===== src/rtl/aril_defines.svh =====
// Constants of the alarm relay and external input block.
// Assumes a 100 MHz system clock; included by bare name.
`ifndef ARIL_DEFINES_SVH
`define ARIL_DEFINES_SVH

`define ARIL_CLK_PERIOD_NS 10
`define ARIL_NUM_SRC 4
`define ARIL_VAL_W 16
// Flash half period in milliseconds, and its cycle count
`define ARIL_FLASH_HALF_MS 1000
`define ARIL_FLASH_CYCLES ((`ARIL_FLASH_HALF_MS * 1000000) / `ARIL_CLK_PERIOD_NS)
// Toggle-mode energize pulse in milliseconds, and its cycle count
`define ARIL_TOGGLE_PULSE_MS 200
`define ARIL_TOGGLE_CYCLES ((`ARIL_TOGGLE_PULSE_MS * 1000000) / `ARIL_CLK_PERIOD_NS)

`endif


===== src/rtl/aril_pkg.sv =====
// Types of the alarm relay and external input block.
// Assumes nothing beyond a SystemVerilog compiler.
package aril_pkg;

    typedef enum logic [2:0] {
        ARIL_DI_NONE = 3'h0,
        ARIL_DI_FORCE_ON = 3'h1,
        ARIL_DI_FORCE_OFF = 3'h2,
        ARIL_DI_ALARM = 3'h3,
        ARIL_DI_SELECTOR = 3'h4
    } aril_di_mode_t;

    typedef enum logic [1:0] {
        ARIL_SEL_AUTO = 2'h0,
        ARIL_SEL_HAND = 2'h1,
        ARIL_SEL_OFF = 2'h2
    } aril_sel_pos_t;

    typedef enum logic [1:0] {
        ARIL_RLY_NORMAL = 2'h0,
        ARIL_RLY_FLASH = 2'h1,
        ARIL_RLY_TOGGLE = 2'h2
    } aril_rly_mode_t;

endpackage : aril_pkg


===== src/rtl/aril_alarm_relay.sv =====
// Alarm qualification, fail-safe alarm relay driver and external input override.
// Assumes all inputs are synchronous to I_SYS_CLK and configuration is quasi-static.
`timescale 1ns/1ps
`include "aril_defines.svh"

module aril_alarm_relay #(
    parameter int unsigned FLASH_CYCLES = `ARIL_FLASH_CYCLES,
    parameter int unsigned TOGGLE_CYCLES = `ARIL_TOGGLE_CYCLES
) (
    input wire logic I_SYS_CLK,
    input wire logic I_RST_N,
    input wire logic [`ARIL_NUM_SRC-1:0][`ARIL_VAL_W-1:0] I_SRC_VALUE,
    input wire logic [`ARIL_NUM_SRC-1:0][`ARIL_VAL_W-1:0] I_SRC_SETPOINT,
    input wire logic [`ARIL_NUM_SRC-1:0] I_SRC_IS_THRESH,
    input wire logic [`ARIL_NUM_SRC-1:0] I_SRC_ABOVE,
    input wire logic [`ARIL_NUM_SRC-1:0] I_SRC_EVENT,
    input wire logic [`ARIL_NUM_SRC-1:0] I_SRC_FILTER_EN,
    input wire logic [`ARIL_NUM_SRC-1:0][15:0] I_SRC_FILTER_TICKS,
    input wire logic [`ARIL_NUM_SRC:0] I_SRC_ENABLE,
    input wire logic [`ARIL_NUM_SRC:0] I_SRC_LATCH,
    input wire logic I_ALARM_CLEAR,
    input wire logic I_CONTACT_CLOSED,
    input wire logic I_DI_ACTIVE_CLOSED,
    input wire aril_pkg::aril_di_mode_t I_DI_MODE,
    input wire aril_pkg::aril_sel_pos_t I_HAND_OFF_AUTO_SELECTOR,
    input wire logic I_CONTROL_DEMAND,
    input wire aril_pkg::aril_rly_mode_t I_RELAY_MODE,
    output logic [`ARIL_NUM_SRC:0] O_ALARM_ACTIVE,
    output logic O_ANY_ALARM,
    output logic O_HEATER_ON,
    output logic O_RELAY_ENERGIZE
);

    localparam int NS = `ARIL_NUM_SRC;
    localparam int EXT = `ARIL_NUM_SRC;

    // ------------------------------------------------------------
    // Helpers
    // ------------------------------------------------------------
    function automatic logic f_contact_hit(input logic closed, input logic act_closed);
        f_contact_hit = (closed == act_closed);
    endfunction : f_contact_hit

    function automatic logic f_cross(input logic [`ARIL_VAL_W-1:0] v,
                                     input logic [`ARIL_VAL_W-1:0] sp,
                                     input logic above);
        f_cross = above ? (v > sp) : (v < sp);
    endfunction : f_cross

    logic contact_hit;
    assign contact_hit = f_contact_hit(I_CONTACT_CLOSED, I_DI_ACTIVE_CLOSED);

    // ------------------------------------------------------------
    // Alarm source qualification
    // ------------------------------------------------------------
    logic [NS:0] cond;
    logic [NS:0] pass;
    logic [NS:0] active_q;
    logic [NS:0] active_d;
    logic [NS:0] prev_q;

    genvar gi;
    generate
        for (gi = 0; gi < NS; gi++) begin : g_src
            logic [15:0] filt_q;
            logic filt_done;
            // Condition gated by enable so no setting of a disabled source matters
            assign cond[gi] = I_SRC_ENABLE[gi] & (I_SRC_IS_THRESH[gi] ?
                f_cross(I_SRC_VALUE[gi], I_SRC_SETPOINT[gi], I_SRC_ABOVE[gi]) :
                I_SRC_EVENT[gi]);
            assign filt_done = (filt_q >= I_SRC_FILTER_TICKS[gi]);
            assign pass[gi] = cond[gi] & (~I_SRC_FILTER_EN[gi] | filt_done);

            always_ff @(posedge I_SYS_CLK) begin
                if (!I_RST_N || !cond[gi]) begin
                    filt_q <= 16'h0000;
                end else if (!filt_done) begin
                    filt_q <= filt_q + 16'h0001;
                end
            end
        end
    endgenerate

    // Contact alarm is its own source, unfiltered
    assign cond[EXT] = I_SRC_ENABLE[EXT] & (I_DI_MODE == aril_pkg::ARIL_DI_ALARM)
                       & contact_hit;
    assign pass[EXT] = cond[EXT];

    always_comb begin
        active_d = pass;
        for (int k = 0; k <= NS; k++) begin
            // Hold a latched alarm unless cleared with its cause gone; set wins
            if (I_SRC_ENABLE[k] && I_SRC_LATCH[k] && active_q[k]
                && !(I_ALARM_CLEAR && !cond[k])) begin
                active_d[k] = 1'b1;
            end
        end
        active_d = active_d & I_SRC_ENABLE;
    end

    always_ff @(posedge I_SYS_CLK) begin
        if (!I_RST_N) begin
            active_q <= '0;
            prev_q <= '0;
        end else begin
            active_q <= active_d;
            prev_q <= active_q;
        end
    end

    assign O_ALARM_ACTIVE = active_q;
    assign O_ANY_ALARM = |active_q;

    logic new_evt;
    assign new_evt = |(active_q & ~prev_q);

    // ------------------------------------------------------------
    // Heater override
    // ------------------------------------------------------------
    logic heater_d;
    always_comb begin
        heater_d = I_CONTROL_DEMAND;
        unique case (I_DI_MODE)
            aril_pkg::ARIL_DI_FORCE_ON: if (contact_hit) heater_d = 1'b1;
            aril_pkg::ARIL_DI_FORCE_OFF: if (contact_hit) heater_d = 1'b0;
            aril_pkg::ARIL_DI_SELECTOR: begin
                unique case (I_HAND_OFF_AUTO_SELECTOR)
                    aril_pkg::ARIL_SEL_HAND: heater_d = 1'b1;
                    aril_pkg::ARIL_SEL_OFF: heater_d = 1'b0;
                    aril_pkg::ARIL_SEL_AUTO: heater_d = I_CONTROL_DEMAND;
                    default: heater_d = I_CONTROL_DEMAND;
                endcase
            end
            aril_pkg::ARIL_DI_NONE, aril_pkg::ARIL_DI_ALARM: heater_d = I_CONTROL_DEMAND;
            default: heater_d = I_CONTROL_DEMAND;
        endcase
    end

    always_ff @(posedge I_SYS_CLK) begin
        if (!I_RST_N) begin
            O_HEATER_ON <= 1'b0;
        end else begin
            O_HEATER_ON <= heater_d;
        end
    end

    // ------------------------------------------------------------
    // Alarm relay
    // ------------------------------------------------------------
    logic [31:0] flash_cnt_q;
    logic flash_ph_q;
    logic [31:0] pulse_q;
    logic relay_d;

    always_ff @(posedge I_SYS_CLK) begin
        if (!I_RST_N || !O_ANY_ALARM || I_RELAY_MODE != aril_pkg::ARIL_RLY_FLASH) begin
            flash_cnt_q <= 32'h0;
            flash_ph_q <= 1'b0;
        end else if (flash_cnt_q == FLASH_CYCLES - 1) begin
            flash_cnt_q <= 32'h0;
            flash_ph_q <= ~flash_ph_q;
        end else begin
            flash_cnt_q <= flash_cnt_q + 32'h1;
        end
    end

    always_ff @(posedge I_SYS_CLK) begin
        if (!I_RST_N || !O_ANY_ALARM || I_RELAY_MODE != aril_pkg::ARIL_RLY_TOGGLE) begin
            pulse_q <= 32'h0;
        end else if (new_evt) begin
            pulse_q <= TOGGLE_CYCLES;
        end else if (pulse_q != 32'h0) begin
            pulse_q <= pulse_q - 32'h1;
        end
    end

    // Healthy keeps the relay energized in every mode, so losing power reads as an alarm
    always_comb begin
        relay_d = !O_ANY_ALARM;
        unique case (I_RELAY_MODE)
            aril_pkg::ARIL_RLY_FLASH: relay_d = !O_ANY_ALARM | flash_ph_q;
            aril_pkg::ARIL_RLY_TOGGLE: relay_d = !O_ANY_ALARM | (pulse_q != 32'h0);
            aril_pkg::ARIL_RLY_NORMAL: relay_d = !O_ANY_ALARM;
            default: relay_d = !O_ANY_ALARM;
        endcase
    end

    always_ff @(posedge I_SYS_CLK) begin
        if (!I_RST_N) begin
            O_RELAY_ENERGIZE <= 1'b0;
        end else begin
            O_RELAY_ENERGIZE <= relay_d;
        end
    end
endmodule : aril_alarm_relay


===== config.mk =====
export PLATFORM = sky130hd
export DESIGN_NAME = aril_alarm_relay
export DESIGN_NICKNAME = d
export VERILOG_FILES = /design/src/rtl/aril_pkg.sv /design/src/rtl/aril_alarm_relay.sv
export VERILOG_INCLUDE_DIRS = /design/src /design/src/rtl
export SDC_FILE = /design/constraint.sdc
export NUM_CORES = 1
export LEC_CHECK = 0
export ABC_AREA = 1
export BUFFER_PORTS_ARGS = -buffer_cell sky130_fd_sc_hd__clkbuf_2
export CORE_MARGIN = 2
export CORE_UTILIZATION = 45
export DETAILED_ROUTE_END_ITERATION = 12
export GPL_ROUTABILITY_DRIVEN = 0
export GPL_TIMING_DRIVEN = 0
export HOLD_SLACK_MARGIN = 0.06
export PLACE_DENSITY = 0.81
export SYNTH_ARGS = -nofsm -noshare
export SYNTH_HDL_FRONTEND = slang
export SYNTH_SLANG_ARGS = --single-unit

===== constraint.sdc =====
create_clock -name I_SYS_CLK -period 2 [get_ports I_SYS_CLK]
set_input_delay 0.6 -clock I_SYS_CLK [delete_from_list [all_inputs] [get_ports I_SYS_CLK]]
set_output_delay 0.6 -clock I_SYS_CLK [all_outputs]
set_load 0.03 [all_outputs]

Word level (Yosys, flattened, before mapping)
Cells that the tools add are included.
{"block": "classes", "addsub": 6, "magnitude_cmp": 12, "eq_ne": 12, "n_mux": 20, "n_bitwise": 24, "reduce_logical": 45}
{"operator": "16-bit by 1-bit adder with 16-bit output (second input constant)", "n": 4}
{"operator": "16-bit >= comparator", "n": 4}
{"operator": "16-bit greater-than comparator", "n": 4}
{"operator": "16-bit less-than comparator", "n": 4}
{"operator": "25-bit two-way mux", "n": 2}
{"operator": "32-bit by 1-bit adder with 32-bit output (second input constant)", "n": 1}
{"operator": "32-bit by 27-bit == test with 1-bit output (second input constant)", "n": 1}
{"operator": "32-bit nonzero test", "n": 1}
{"operator": "32-bit by 1-bit subtractor with 32-bit output (second input constant)", "n": 1}
{"operator": "1-bit logical AND", "n": 20}
{"operator": "1-bit two-way mux", "n": 15}
{"operator": "1-bit logical NOT", "n": 12}
{"operator": "1-bit AND", "n": 10}
{"operator": "5-bit AND", "n": 2}
{"operator": "5-bit OR reduction", "n": 2}
{"operator": "1-bit logical OR", "n": 7}
{"operator": "3-bit by 2-bit == test with 1-bit output (second input constant)", "n": 2}
{"operator": "1-bit OR", "n": 6}
{"operator": "6-bit OR reduction", "n": 1}
{"operator": "1-bit NOT", "n": 5}
{"operator": "5-bit NOT", "n": 1}
{"operator": "2-bit by 1-bit == test with 1-bit output (second input constant)", "n": 2}
{"operator": "2-bit == test (second input constant)", "n": 2}
{"operator": "1-bit one-hot mux with 2 select lines", "n": 2}
{"operator": "8 further kinds", "n": 8}
{"block": "word_totals", "register_bits": 141, "in_bits": 231, "out_inout_bits": 8, "word_cells": 131}

Logic depth before layout (Yosys ltp)
Gate-level depths: netlist of the first run.
{"block": "depth", "ltp_word": 10, "mapped_depth": 16, "ltp_nobuf": 15}

Least setup slack after synthesis of the first run
No wires, ideal clock.
{"block": "synth_path", "kind": "input-to-reg", "from": "input port I_SRC_SETPOINT[11] (netlist bit)", "to": "register g_src[0].filt_q[10]", "setup_ns": 0.126, "arrival_time_ns": 1.944, "required_time_ns": 1.874, "slack_ns": -0.071, "path_stages": 11, "path_buffers": 1, "path_cell_list": "inv_1 > ha_1 > a21oi_1 > nand2_1 > a21oi_1 > nand2_1 > nand2_1 > nand3_1 > nand3_1 > clkbuf_1 > nor2_1"}
{"block": "synth_between", "elab_chain_len": 6, "word_cells_on_any_way": 7, "classes_between": "order compare (2); mux (2); bitwise (1); reduce/logical (2)"}
{"item": "start: declaration", "line_no": "aril_alarm_relay.sv:13", "source": "input wire logic [`ARIL_NUM_SRC-1:0][`ARIL_VAL_W-1:0] I_SRC_SETPOINT,"}
{"item": "16-bit less-than comparator or 16-bit greater-than comparator (tied branches)", "line_no": "aril_alarm_relay.sv:47", "source": "f_cross = above ? (v > sp) : (v < sp);"}
{"item": "1-bit two-way mux *", "line_no": "aril_alarm_relay.sv:47"}
{"item": "1-bit two-way mux *", "line_no": "aril_alarm_relay.sv:68", "source": "assign cond[gi] = I_SRC_ENABLE[gi] & (I_SRC_IS_THRESH[gi] ?"}
{"item": "1-bit AND *", "line_no": "aril_alarm_relay.sv:68"}
{"item": "1-bit logical NOT *", "line_no": "aril_alarm_relay.sv:75", "source": "if (!I_RST_N || !cond[gi]) begin"}
{"item": "1-bit logical OR *", "line_no": "aril_alarm_relay.sv:75"}
{"item": "end signal: assignment", "line_no": "aril_alarm_relay.sv:78", "source": "filt_q <= filt_q + 16'h0001;"}
{"item": "end: declaration", "line_no": "aril_alarm_relay.sv:65", "source": "logic [15:0] filt_q;"}
Mark *: on every way between the ends. The rest lies on a longest branch, timed or not.
A chain may end at the register's enable or synchronous reset.

Worst setup path in the final report of the first run
{"block": "layout_path", "from": "register active_q[3], in the netlist O_ALARM_ACTIVE[3]", "to": "output port O_ANY_ALARM"}
{"block": "layout_between", "elab_chain_len": 1}
{"item": "start: declaration", "line_no": "aril_alarm_relay.sv:58", "source": "logic [NS:0] active_q;"}
{"item": "start signal: assignment", "line_no": "aril_alarm_relay.sv:106", "source": "active_q <= active_d;"}
{"item": "5-bit OR reduction", "line_no": "aril_alarm_relay.sv:112", "source": "assign O_ANY_ALARM = |active_q;"}
{"item": "end: declaration", "line_no": "aril_alarm_relay.sv:29", "source": "output logic O_ANY_ALARM,"}
No other way between the ends.

==> results of run 1 <==
-- cells by family after synthesis --
family                   share of synthesized area [%]
adder cells (fa/ha/maj)                           14.7
XOR/XNOR                                          5.77
flip-flops                                        24.2
AO/OA/AOI/OAI                                     7.23
buffers and inverters                             12.6
AND/OR/NAND/NOR                                   35.5
-- worst max path at each step --
stage,endpoint
after floorplan,g_src[2].filt_q[12]
after global placement,g_src[3].filt_q[10]
after detailed placement,g_src[3].filt_q[14]
after CTS,O_ANY_ALARM
after global routing,g_src[1].filt_q[7]
final,O_ANY_ALARM
-- layout make-up --
type,instances,area share [%]
buffer,28,1.50
timing repair buffer,283,10.7
clock buffer,21,3.05
tap,330,2.80
clock inverter,8,0.967
multi-input combinational,1314,52.5
sequential,141,19.5
inverter,354,9.02
-- placed cells by master, fill, tap and decap left out, drive strengths merged --
master,n
dfxtp,141
xnor2,25
nand3b,1
and2,1
buf,64
bufinv,4
ha,137
nor2b,1
or2,4
o21ai,47
a21oi,89
a31o,1
inv,353
xor2,52
nand3,87
nor2,242
clkbuf,268
a21o,4
a211oi,2
clkinvlp,1
nor3,71
nand4,84
nor3b,8
clkinv,4
nand2,432
o221ai,1
o21bai,4
nor4,12
o21a,8
nor4b,1
-- repair_timing --
item / 4_1_cts / 5_1_grt
setup buffers: 3 / 42
endpoints found under the hold margin: 0 / 0
endpoints found under the setup margin: 65 / 122
gates cloned: 0 / 2
pin swaps: 3 / 21
gates resized for setup: 22 / 109
-- power by group through the flow --
stage,Clock [µW],Combinational [µW],Sequential [µW]
2_1_floorplan,0,562,2910
3_3_place_gp,0,937,2900
3_5_place_dp,0,979,2900
4_1_cts,3330,998,2840
5_1_grt,3470,1200,2840
6_report,3270,1050,2840
-- critical path, cell delays in order, from the launching register on --
cell,delay (ns)
dfxtp_4,0.39
nor3_4,0.17
nand3_2,0.17
buf_8,0.19
-- layer usage --
layer	track usage, %	routed length, µm	vias to the layer above
li1	-	-	6464
met1	28.7	13800	5692
met2	42.6	16500	421
met3	3.80	1900	71
met4	8.14	704	0
met5	0	0	-
-- per-stage QoR --
| stage | cells | power (µW) |
|---|---|---|
| 6_report | 2479 | 7160 |
| 5_1_grt | 2479 | 7500 |
| 4_1_cts | 2435 | 7170 |
| 3_5_place_dp | 2403 | 3880 |
| 3_3_place_gp | 2403 | 3840 |
| 2_1_floorplan | 1836 | 3470 |
-- sequential cells by signal, indices dropped and copies added, names as in the netlist --
name              cells
flash_ph_q            1
pulse_q              32
O_ALARM_ACTIVE        5
flash_cnt_q          32
O_HEATER_ON           1
O_RELAY_ENERGIZE      1
prev_q                5
g_src.filt_q         64
==> impl_metrics.yaml, run 1 <==
placement:
  io_buffers: 237
  hpwl_um: 25700
  place_area_mm2: 0.0134
  place_ws_ns: -0.616
setup_path:
  critPathCaptureType: "output pin"
  setup.worst_path.class: "reg -> out"
  cp.arrival_ns: 1.35
  cp_max_fo: 6
  ff2ff_setup_slack_ns: 0.08
  r2r_start: "g_src[1].filt_q[9]"
  crit_start: "O_ALARM_ACTIVE[3]"
  r2r-end: "g_src[1].filt_q[7]"
  worst_setup_path_start_kind: "flip-flop"
  required_ns: 1.40
  reg2reg_depth: 10
job:
  maxCapViolations: 0
final_layout:
  area_growth_syn_to_layout_pct: 26.3
  regArea_mm2: 0.00287
  multi_input_area_mm2: 0.00775
  fillers: 2339
  antenna_cells: 0
  fin_util_pct: 58.2
  finalInstanceArea_mm2: 0.0147
  drive_above_1_share_pct: 20.4
  nets: 2507
detailed_routing:
  wl_per_cell_um: 13.3
  num_vias: 12600
  vias_per_cell: 5.10
  antenna_left: 0
  wl_um: 32900
  route.detailed.drc: 0
  drt_first_pass_iters: 5
  drt_iter0_drc: 941
floorplanning:
  core_mm2: 0.0253
  die_x_um: 165
  die_h_um: 165
  die_area_mm2: 0.0273
  pin_count: 239
  rows: 58
  start_util_pct: 46.1
timing:
  worst_slew_pin_slew_ns: 0.817
  slew_viol_final: 0
  timing.slew.headroom_pct: 44.8
  whs_ns: 0.399
  fin_skew_ns: 0.0153
  fin_setup_tns_ns: 0
  layout_setup_ws_ns: 0.0451
  period_minus_slack_ns: 1.95
  setup_viol: 0
  period_share_pct: 97.7
  rsz0062_at_grt: "true"
  max_freq_ghz: 0.512
  finalHoldViolations: 0
yosys:
  ys_ff_latch: 141
  synth_flop_cell: "dfxtp_1"
  synth_commonest_cells: "nand2_1, inv_1, nor2_1"
  netlist-cell-type-count: 44
  synthCells: 1836
  synth-warning-count: 0
  yosysSeqAreaShare_pct: 24.2
  synth.most_common_cell: "nand2_1"
  async_flop_share_pct: 0
  synth_top_area_share_pct: 24.2
  yosysTopAreaCell: "dfxtp_1"
  synth_area_mm2: 0.0117
  synth_nets: 2204
  synth_area_leaders: "dfxtp_1, ha_1, nand2_1"
  synth_enable_flop_cells: 0
  synth.avg_cell_area_um2: 6.36
clock_tree:
  clkTransAtPathRegs_ns: 0.06
  hold_buffers: 0
  cts_sinks: 141
  cts.htree.levels: 4
  cts_buffers: 17
  cts_root_buffer: "clkbuf_16"
  worstSkewPairLatency_ns: 0.42
  cts_tree: "done"
  clockBufferDepth: 2
grt:
  grt_use_total_pct: 23.7
  grt_pass1_wl_um: 52900
  grt_pass1_vias: 11900
  grt_overflow: 0
  antenna_found_initial: 1
  grt_max_degree: 17
hold_path:
  hp-class: "in -> reg"
  min_to: "O_ALARM_ACTIVE[4]"
  hp-start: "I_SRC_ENABLE[4]"
  min_path_cells: 3
power_and_ir_drop:
  clkPwrFrac_pct: 45.7
  p_switching_uw: 1780
  pwr-share-comb_pct: 14.6
  seqPwrFrac_pct: 39.7
  ir_drop_uv: 504
  switching_share_pct: 24.8
  leakage_uw: 0.00735
  power_density_mw_per_mm2: 485
  intPower_uw: 5380
run_status:
  outcome: "finished, final reports clean"
Power figures use the tool's default switching activity.
==> run 2: changes to the inputs <==
ABC_AREA = unset   (was 1)
PLACE_DENSITY = 0.83   (was 0.81)
==> impl_metrics.yaml, run 2 <==
run_status:
  outcome: "complete, but fails checks"
  violations: "negative setup slack"
floorplanning:
  pin_count: 239
  die_h_um: 149
  start_util_pct: 45.4
  rows: 53
  die_x_um: 149
  die_area_mm2: 0.0222
  core_mm2: 0.0208
clock_tree:
  clockBufferDepth: 2
  clkTransAtPathRegs_ns: 0.06
  cts_root_buffer: "clkbuf_16"
  cts_sinks: 141
  cts_buffers: 17
  cts.htree.levels: 4
  cts_tree: "done"
  worstSkewPairLatency_ns: 0.41
setup_path:
  required_ns: 2.31
  cp_max_fo: 6
  ff2ff_setup_slack_ns: -0.22
  reg2reg_depth: 11
  r2r-end: "g_src[3].filt_q[6]"
  cp.arrival_ns: 2.53
  setup.worst_path.class: "in -> reg"
  crit_start: "I_SRC_SETPOINT[55]"
  critPathCaptureType: "flip-flop"
  setup.worst_path.end: "g_src[3].filt_q[0]"
  worst_setup_path_start_kind: "primary input"
  r2r_start: "g_src[3].filt_q[0]"
grt:
  grt_max_degree: 17
  grt_overflow: 0
  antenna_found_initial: 0
  grt_pass1_wl_um: 42800
  grt_use_total_pct: 23.8
  grt_pass1_vias: 9434
yosys:
  synth-warning-count: 0
  async_flop_share_pct: 0
  netlist-cell-type-count: 58
  synth_flop_cell: "dfxtp_1"
  synth_nets: 1523
  synth.avg_cell_area_um2: 8.19
  yosysTopAreaCell: "dfxtp_1"
  synth_area_leaders: "dfxtp_1, ha_1, xor2_1"
  synth_top_area_share_pct: 29.8
  synthCells: 1155
  synth.most_common_cell: "nor2_1"
  yosysSeqAreaShare_pct: 29.8
  synth_commonest_cells: "nor2_1, inv_1, dfxtp_1"
  synth_area_mm2: 0.00946
  synth_enable_flop_cells: 0
  ys_ff_latch: 141
power_and_ir_drop:
  p_switching_uw: 2380
  switching_share_pct: 28.0
  power_density_mw_per_mm2: 571
  intPower_uw: 6130
  leakage_uw: 0.00639
  seqPwrFrac_pct: 33.6
  finalPower_uw: 8510
  ir_drop_uv: 526
  pwr-share-comb_pct: 27.0
  clkPwrFrac_pct: 39.4
timing:
  layout_setup_ws_ns: -0.225
  period_share_pct: 111
  finalHoldViolations: 0
  setup_viol: 95
  slew_viol_final: 0
  max_freq_ghz: 0.449
  worst_slew_pin_slew_ns: 0.645
  fin_skew_ns: 0.0103
  period_minus_slack_ns: 2.22
  timing.slew.headroom_pct: 56.9
  rsz0062_at_grt: "true"
final_layout:
  area_growth_syn_to_layout_pct: 57.4
  final_common_cell: "clkbuf_2"
  drive_above_1_share_pct: 47.7
  final_cell_mix: "clkbuf_2, nor2_1, dfxtp_1"
  largestRegisters: "g_src.filt_q (64), flash_cnt_q (32), pulse_q (32)"
  nets: 1870
  fin_util_pct: 71.5
  largest_register_ffs: 64
  top_register: "g_src.filt_q"
  finalInstanceArea_mm2: 0.0149
  antenna_cells: 0
detailed_routing:
  vias_per_cell: 5.47
  wl_um: 30700
  wl_per_cell_um: 17.1
  num_vias: 9800
  drt_iter0_drc: 421
  route.detailed.drc: 0
  drt_first_pass_iters: 5
  antenna_left: 0
hold_path:
  hp-class: "in -> reg"
placement:
  place_area_mm2: 0.0119
  hpwl_um: 19500
  io_buffers: 238
job:
  maxCapViolations: 0
-- run 2: cell count changes after synthesis, sizes merged, moves of 13 or more --
| cell | delta |
|---|---|
| nor2 | -95 |
| and3 | +22 |
| nor3 | -54 |
| xor2 | +29 |
| nand2 | -372 |
| and2 | +13 |
| or3 | +13 |
| and4 | +16 |
| a21oi | -18 |
| nand4 | -29 |
| inv | -210 |
| nand3 | -40 |
-- run 2: area by class of cell --
cell class / count / area [µm²]
inverters: 143 / 652
clock inverters: 10 / 163
clock buffers: 22 / 464
flip-flops and latches: 141 / 2940
fillers: 1421 / 5930
plain buffers: 17 / 165
repair buffers: 330 / 2290
multi-input cells: 852 / 7880
well taps: 275 / 344
-- run 2: worst min-delay path by stage --
stage | start | to | slack [ns] | cells past startpoint
floorplan | flash_cnt_q[0] | flash_cnt_q[0] | 0.41 | 1
global placement | flash_cnt_q[0] | flash_cnt_q[0] | 0.42 | 1
detailed placement | flash_cnt_q[0] | flash_cnt_q[0] | 0.44 | 1
CTS | I_SRC_ENABLE[4] | O_ALARM_ACTIVE[4] | 0.37 | 3
global route | I_SRC_FILTER_EN[2] | O_ALARM_ACTIVE[2] | 0.38 | 2
finish | I_SRC_ENABLE[4] | O_ALARM_ACTIVE[4] | 0.38 | 3
-- run 2: power groups by stage --
stage / clock (µW) / combinational (µW) / sequential (µW)
final: 3350 / 2300 / 2850
after global routing: 3520 / 2470 / 2860
after CTS: 3390 / 1660 / 2850
after detailed placement: 0 / 1420 / 2930
after global placement: 0 / 1370 / 2930
after floorplan: 0 / 910 / 2940
-- run 2: routing by layer --
| layer | vias up | track usage, % | wire length, µm | part of all wire [%] |
|---|---|---|---|---|
| li1 | 4700 | - | - | - |
| met1 | 4657 | 25.9 | 11400 | 37 |
| met2 | 350 | 44.3 | 16500 | 54 |
| met3 | 93 | 5.60 | 1560 | 5.1 |
| met4 | 0 | 9.33 | 1240 | 4.0 |
| met5 | - | 0 | 0 | 0 |
-- run 2: logic make-up after synthesis --
group                    after synthesis  synth area share (%)
multiplexers                           9                  1.03
flip-flops                           141                  29.8
XOR/XNOR                             111                  10.3
adder cells (fa/ha/maj)              137                  18.1
AO/OA/AOI/OAI                        161                  10.2
AND/OR/NAND/NOR                      434                  23.9
buffers and inverters                162                  6.59
-- run 2: worst max-delay path: stages --
cell	delay (ns)
buf_2	0.10
inv_2	0.04
ha_4	0.26
and4_1	0.20
nand3b_1	0.21
a21oi_4	0.26
a2111oi_4	0.06
o21ai_2	0.13
mux2i_4	0.30
buf_12	0.16
buf_8	0.14
nor2_1	0.05
-- run 2: timing repair --
action	4_1_cts	5_1_grt
hold buffers	0	0
setup endpoints to repair	131	132
pin swaps	79	104
resized for setup	162	230
buffers inserted	57	36
gates cloned	6	1
-- run 2: through the flow --
| stage | hold WS [ns] | setup WS (ns) | TNS [ns] | std cells |
|---|---|---|---|---|
| global route | 0.377 | -0.308 | -20.06 | 1790 |
| finish | 0.381 | -0.225 | -13.24 | 1790 |
| detailed placement | 0.442 | -1.32 | -78.54 | 1668 |
| floorplan | 0.413 | -0.353 | -16.74 | 1155 |
| CTS | 0.370 | -0.197 | -6.71 | 1762 |
| global placement | 0.425 | -1.29 | -74.92 | 1668 |
==> run 3: changes to the inputs <==
CORE_UTILIZATION = 40   (was 45)
PLACE_DENSITY = 0.76   (was 0.83)
==> impl_metrics.yaml, run 3 (synthesis gave the netlist of run 2 again) <==
run_status:
  outcome: "complete, but fails checks"
  violations: "negative setup slack"
final_layout:
  drive_above_1_share_pct: 47.0
  area_growth_syn_to_layout_pct: 55.0
  final_cell_mix: "clkbuf_2, nor2_1, dfxtp_1"
  final_common_cell: "clkbuf_2"
  largest_register_ffs: 64
  antenna_cells: 0
  nets: 1874
  final_cells: 1837
  top_register: "g_src.filt_q"
  fillers: 1830
  largestRegisters: "g_src.filt_q (64), flash_cnt_q (32), pulse_q (32)"
grt:
  grt_max_degree: 17
  grt_pass1_vias: 9121
  grt_pass1_wl_um: 42700
  antenna_found_initial: 0
  grt_use_total_pct: 21.3
  grt_overflow: 0
detailed_routing:
  route.detailed.drc: 0
  wl_per_cell_um: 15.4
  num_vias: 9493
  vias_per_cell: 5.17
  drt_first_pass_iters: 5
  antenna_left: 0
  wl_um: 28300
  drt_iter0_drc: 437
clock_tree:
  cts_tree: "done"
  worstSkewPairLatency_ns: 0.42
  cts_sinks: 141
  hold_buffers: 0
  clockBufferDepth: 2
  cts_root_buffer: "clkbuf_16"
  clkTransAtPathRegs_ns: 0.06
  cts.htree.levels: 4
  cts_buffers: 17
placement:
  place_inst: 1712
  io_buffers: 238
  hpwl_um: 19300
timing:
  worst_slew_pin_slew_ns: 0.648
  fin_skew_ns: 0.0126
  layout_setup_ws_ns: -0.287
  rsz0062_at_grt: "true"
  timing.slew.headroom_pct: 56.7
  max_freq_ghz: 0.437
  setup_viol: 98
  period_share_pct: 114
  period_minus_slack_ns: 2.29
  slew_viol_final: 0
  finalHoldViolations: 0
floorplanning:
  die_h_um: 158
  die_area_mm2: 0.0249
  rows: 56
  pin_count: 239
  core_mm2: 0.0233
  start_util_pct: 40.6
  die_x_um: 158
setup_path:
  cp_max_fo: 6
  cp.arrival_ns: 2.59
  setup.worst_path.class: "reg -> reg"
  required_ns: 2.30
  worst_setup_path_start_kind: "flip-flop"
  critPathCaptureType: "flip-flop"
hold_path:
  hp-class: "in -> reg"
power_and_ir_drop:
  power_density_mw_per_mm2: 560
  finalPower_uw: 8210
  leakage_uw: 0.00634
  ir_drop_uv: 514
job:
  maxCapViolations: 0
==> run 3: cell types whose count changed in the layout (fill, tap and decap cells not counted), sizes merged <==
cell / before / now
buf: 126 / 116
bufinv: 4 / 2
inv: 143 / 145
clkbuf: 243 / 254
clkinvlp: 2 / 4
==> run 3: per-stage QoR <==
| step | utilization [%] | area, µm² | worst slack [ns] | setup TNS (ns) | hold WS [ns] |
|---|---|---|---|---|---|
| 6_report | 62.8 | 14700 | -0.287 | -13.26 | 0.372 |
| 5_1_grt | 62.8 | 14700 | -0.333 | -21.18 | 0.368 |
| 4_1_cts | 58.9 | 13700 | -0.269 | -9.94 | 0.373 |
| 3_5_place_dp | 51.4 | 12000 | -1.41 | -80.93 | 0.442 |
| 3_3_place_gp | 51.4 | 12000 | -1.40 | -77.10 | 0.425 |
| 2_1_floorplan | - | 10400 | -0.353 | -16.74 | 0.413 |
==> run 3: per-layer routing <==
| metal | track usage (%) | vias to the layer above | share of wire (%) |
|---|---|---|---|
| met5 | 0 | - | 0 |
| met4 | 7.71 | 0 | 3.1 |
| met3 | 4.87 | 68 | 4.9 |
| met2 | 39.0 | 280 | 52 |
| met1 | 24.0 | 4460 | 40 |
| li1 | - | 4685 | - |
==> run 3: power by group <==
part	switching (µW)	total, µW	internal [µW]
clock network	1250	3120	1870
logic	1080	2230	1140
registers	37.2	2860	2820
total	2370	8210	5840
==> run 3: path summary, 6_finish.rpt <==
path / startpoint / endpoint / slack [ns] / cells after the start
worst max-delay path: pulse_q[20] / pulse_q[18] / -0.29 / 9
worst min-delay path: I_SRC_FILTER_EN[2] / O_ALARM_ACTIVE[2] / 0.37 / 2
worst max register to register: pulse_q[20] / pulse_q[18] / -0.29 / 9
worst min register to register: flash_cnt_q[0] / flash_cnt_q[0] / 0.45 / 1
==> run 3: layout make-up <==
| cell class | instances | area [µm²] | area share [%] |
|---|---|---|---|
| Multi-Input combinational cell | 852 | 7780 | 53.1 |
| Inverter | 143 | 649 | 4.43 |
| Sequential cell | 141 | 2920 | 19.9 |
| Buffer | 17 | 161 | 1.10 |
| Timing Repair Buffer | 334 | 2170 | 14.8 |
| Clock buffer | 19 | 443 | 3.02 |
| Tap cell | 319 | 399 | 2.72 |
| Clock inverter | 12 | 139 | 0.947 |
==> run 3: worst max-delay path, stage by stage, from the launching register on <==
cell     delay [ns]
dfxtp_1        0.34
or3_4          0.41
nor4_4         0.35
buf_4          0.20
nand4_4        0.15
buf_8          0.21
buf_6          0.12
nand4_1        0.11
xor2_1         0.20
nor2_1         0.07
==> run 3: timing repair <==
item,CTS,global route
buffers inserted,59,33
setup endpoints to repair,130,132
resized for setup,177,175
pin swaps,97,95
gates cloned,6,1
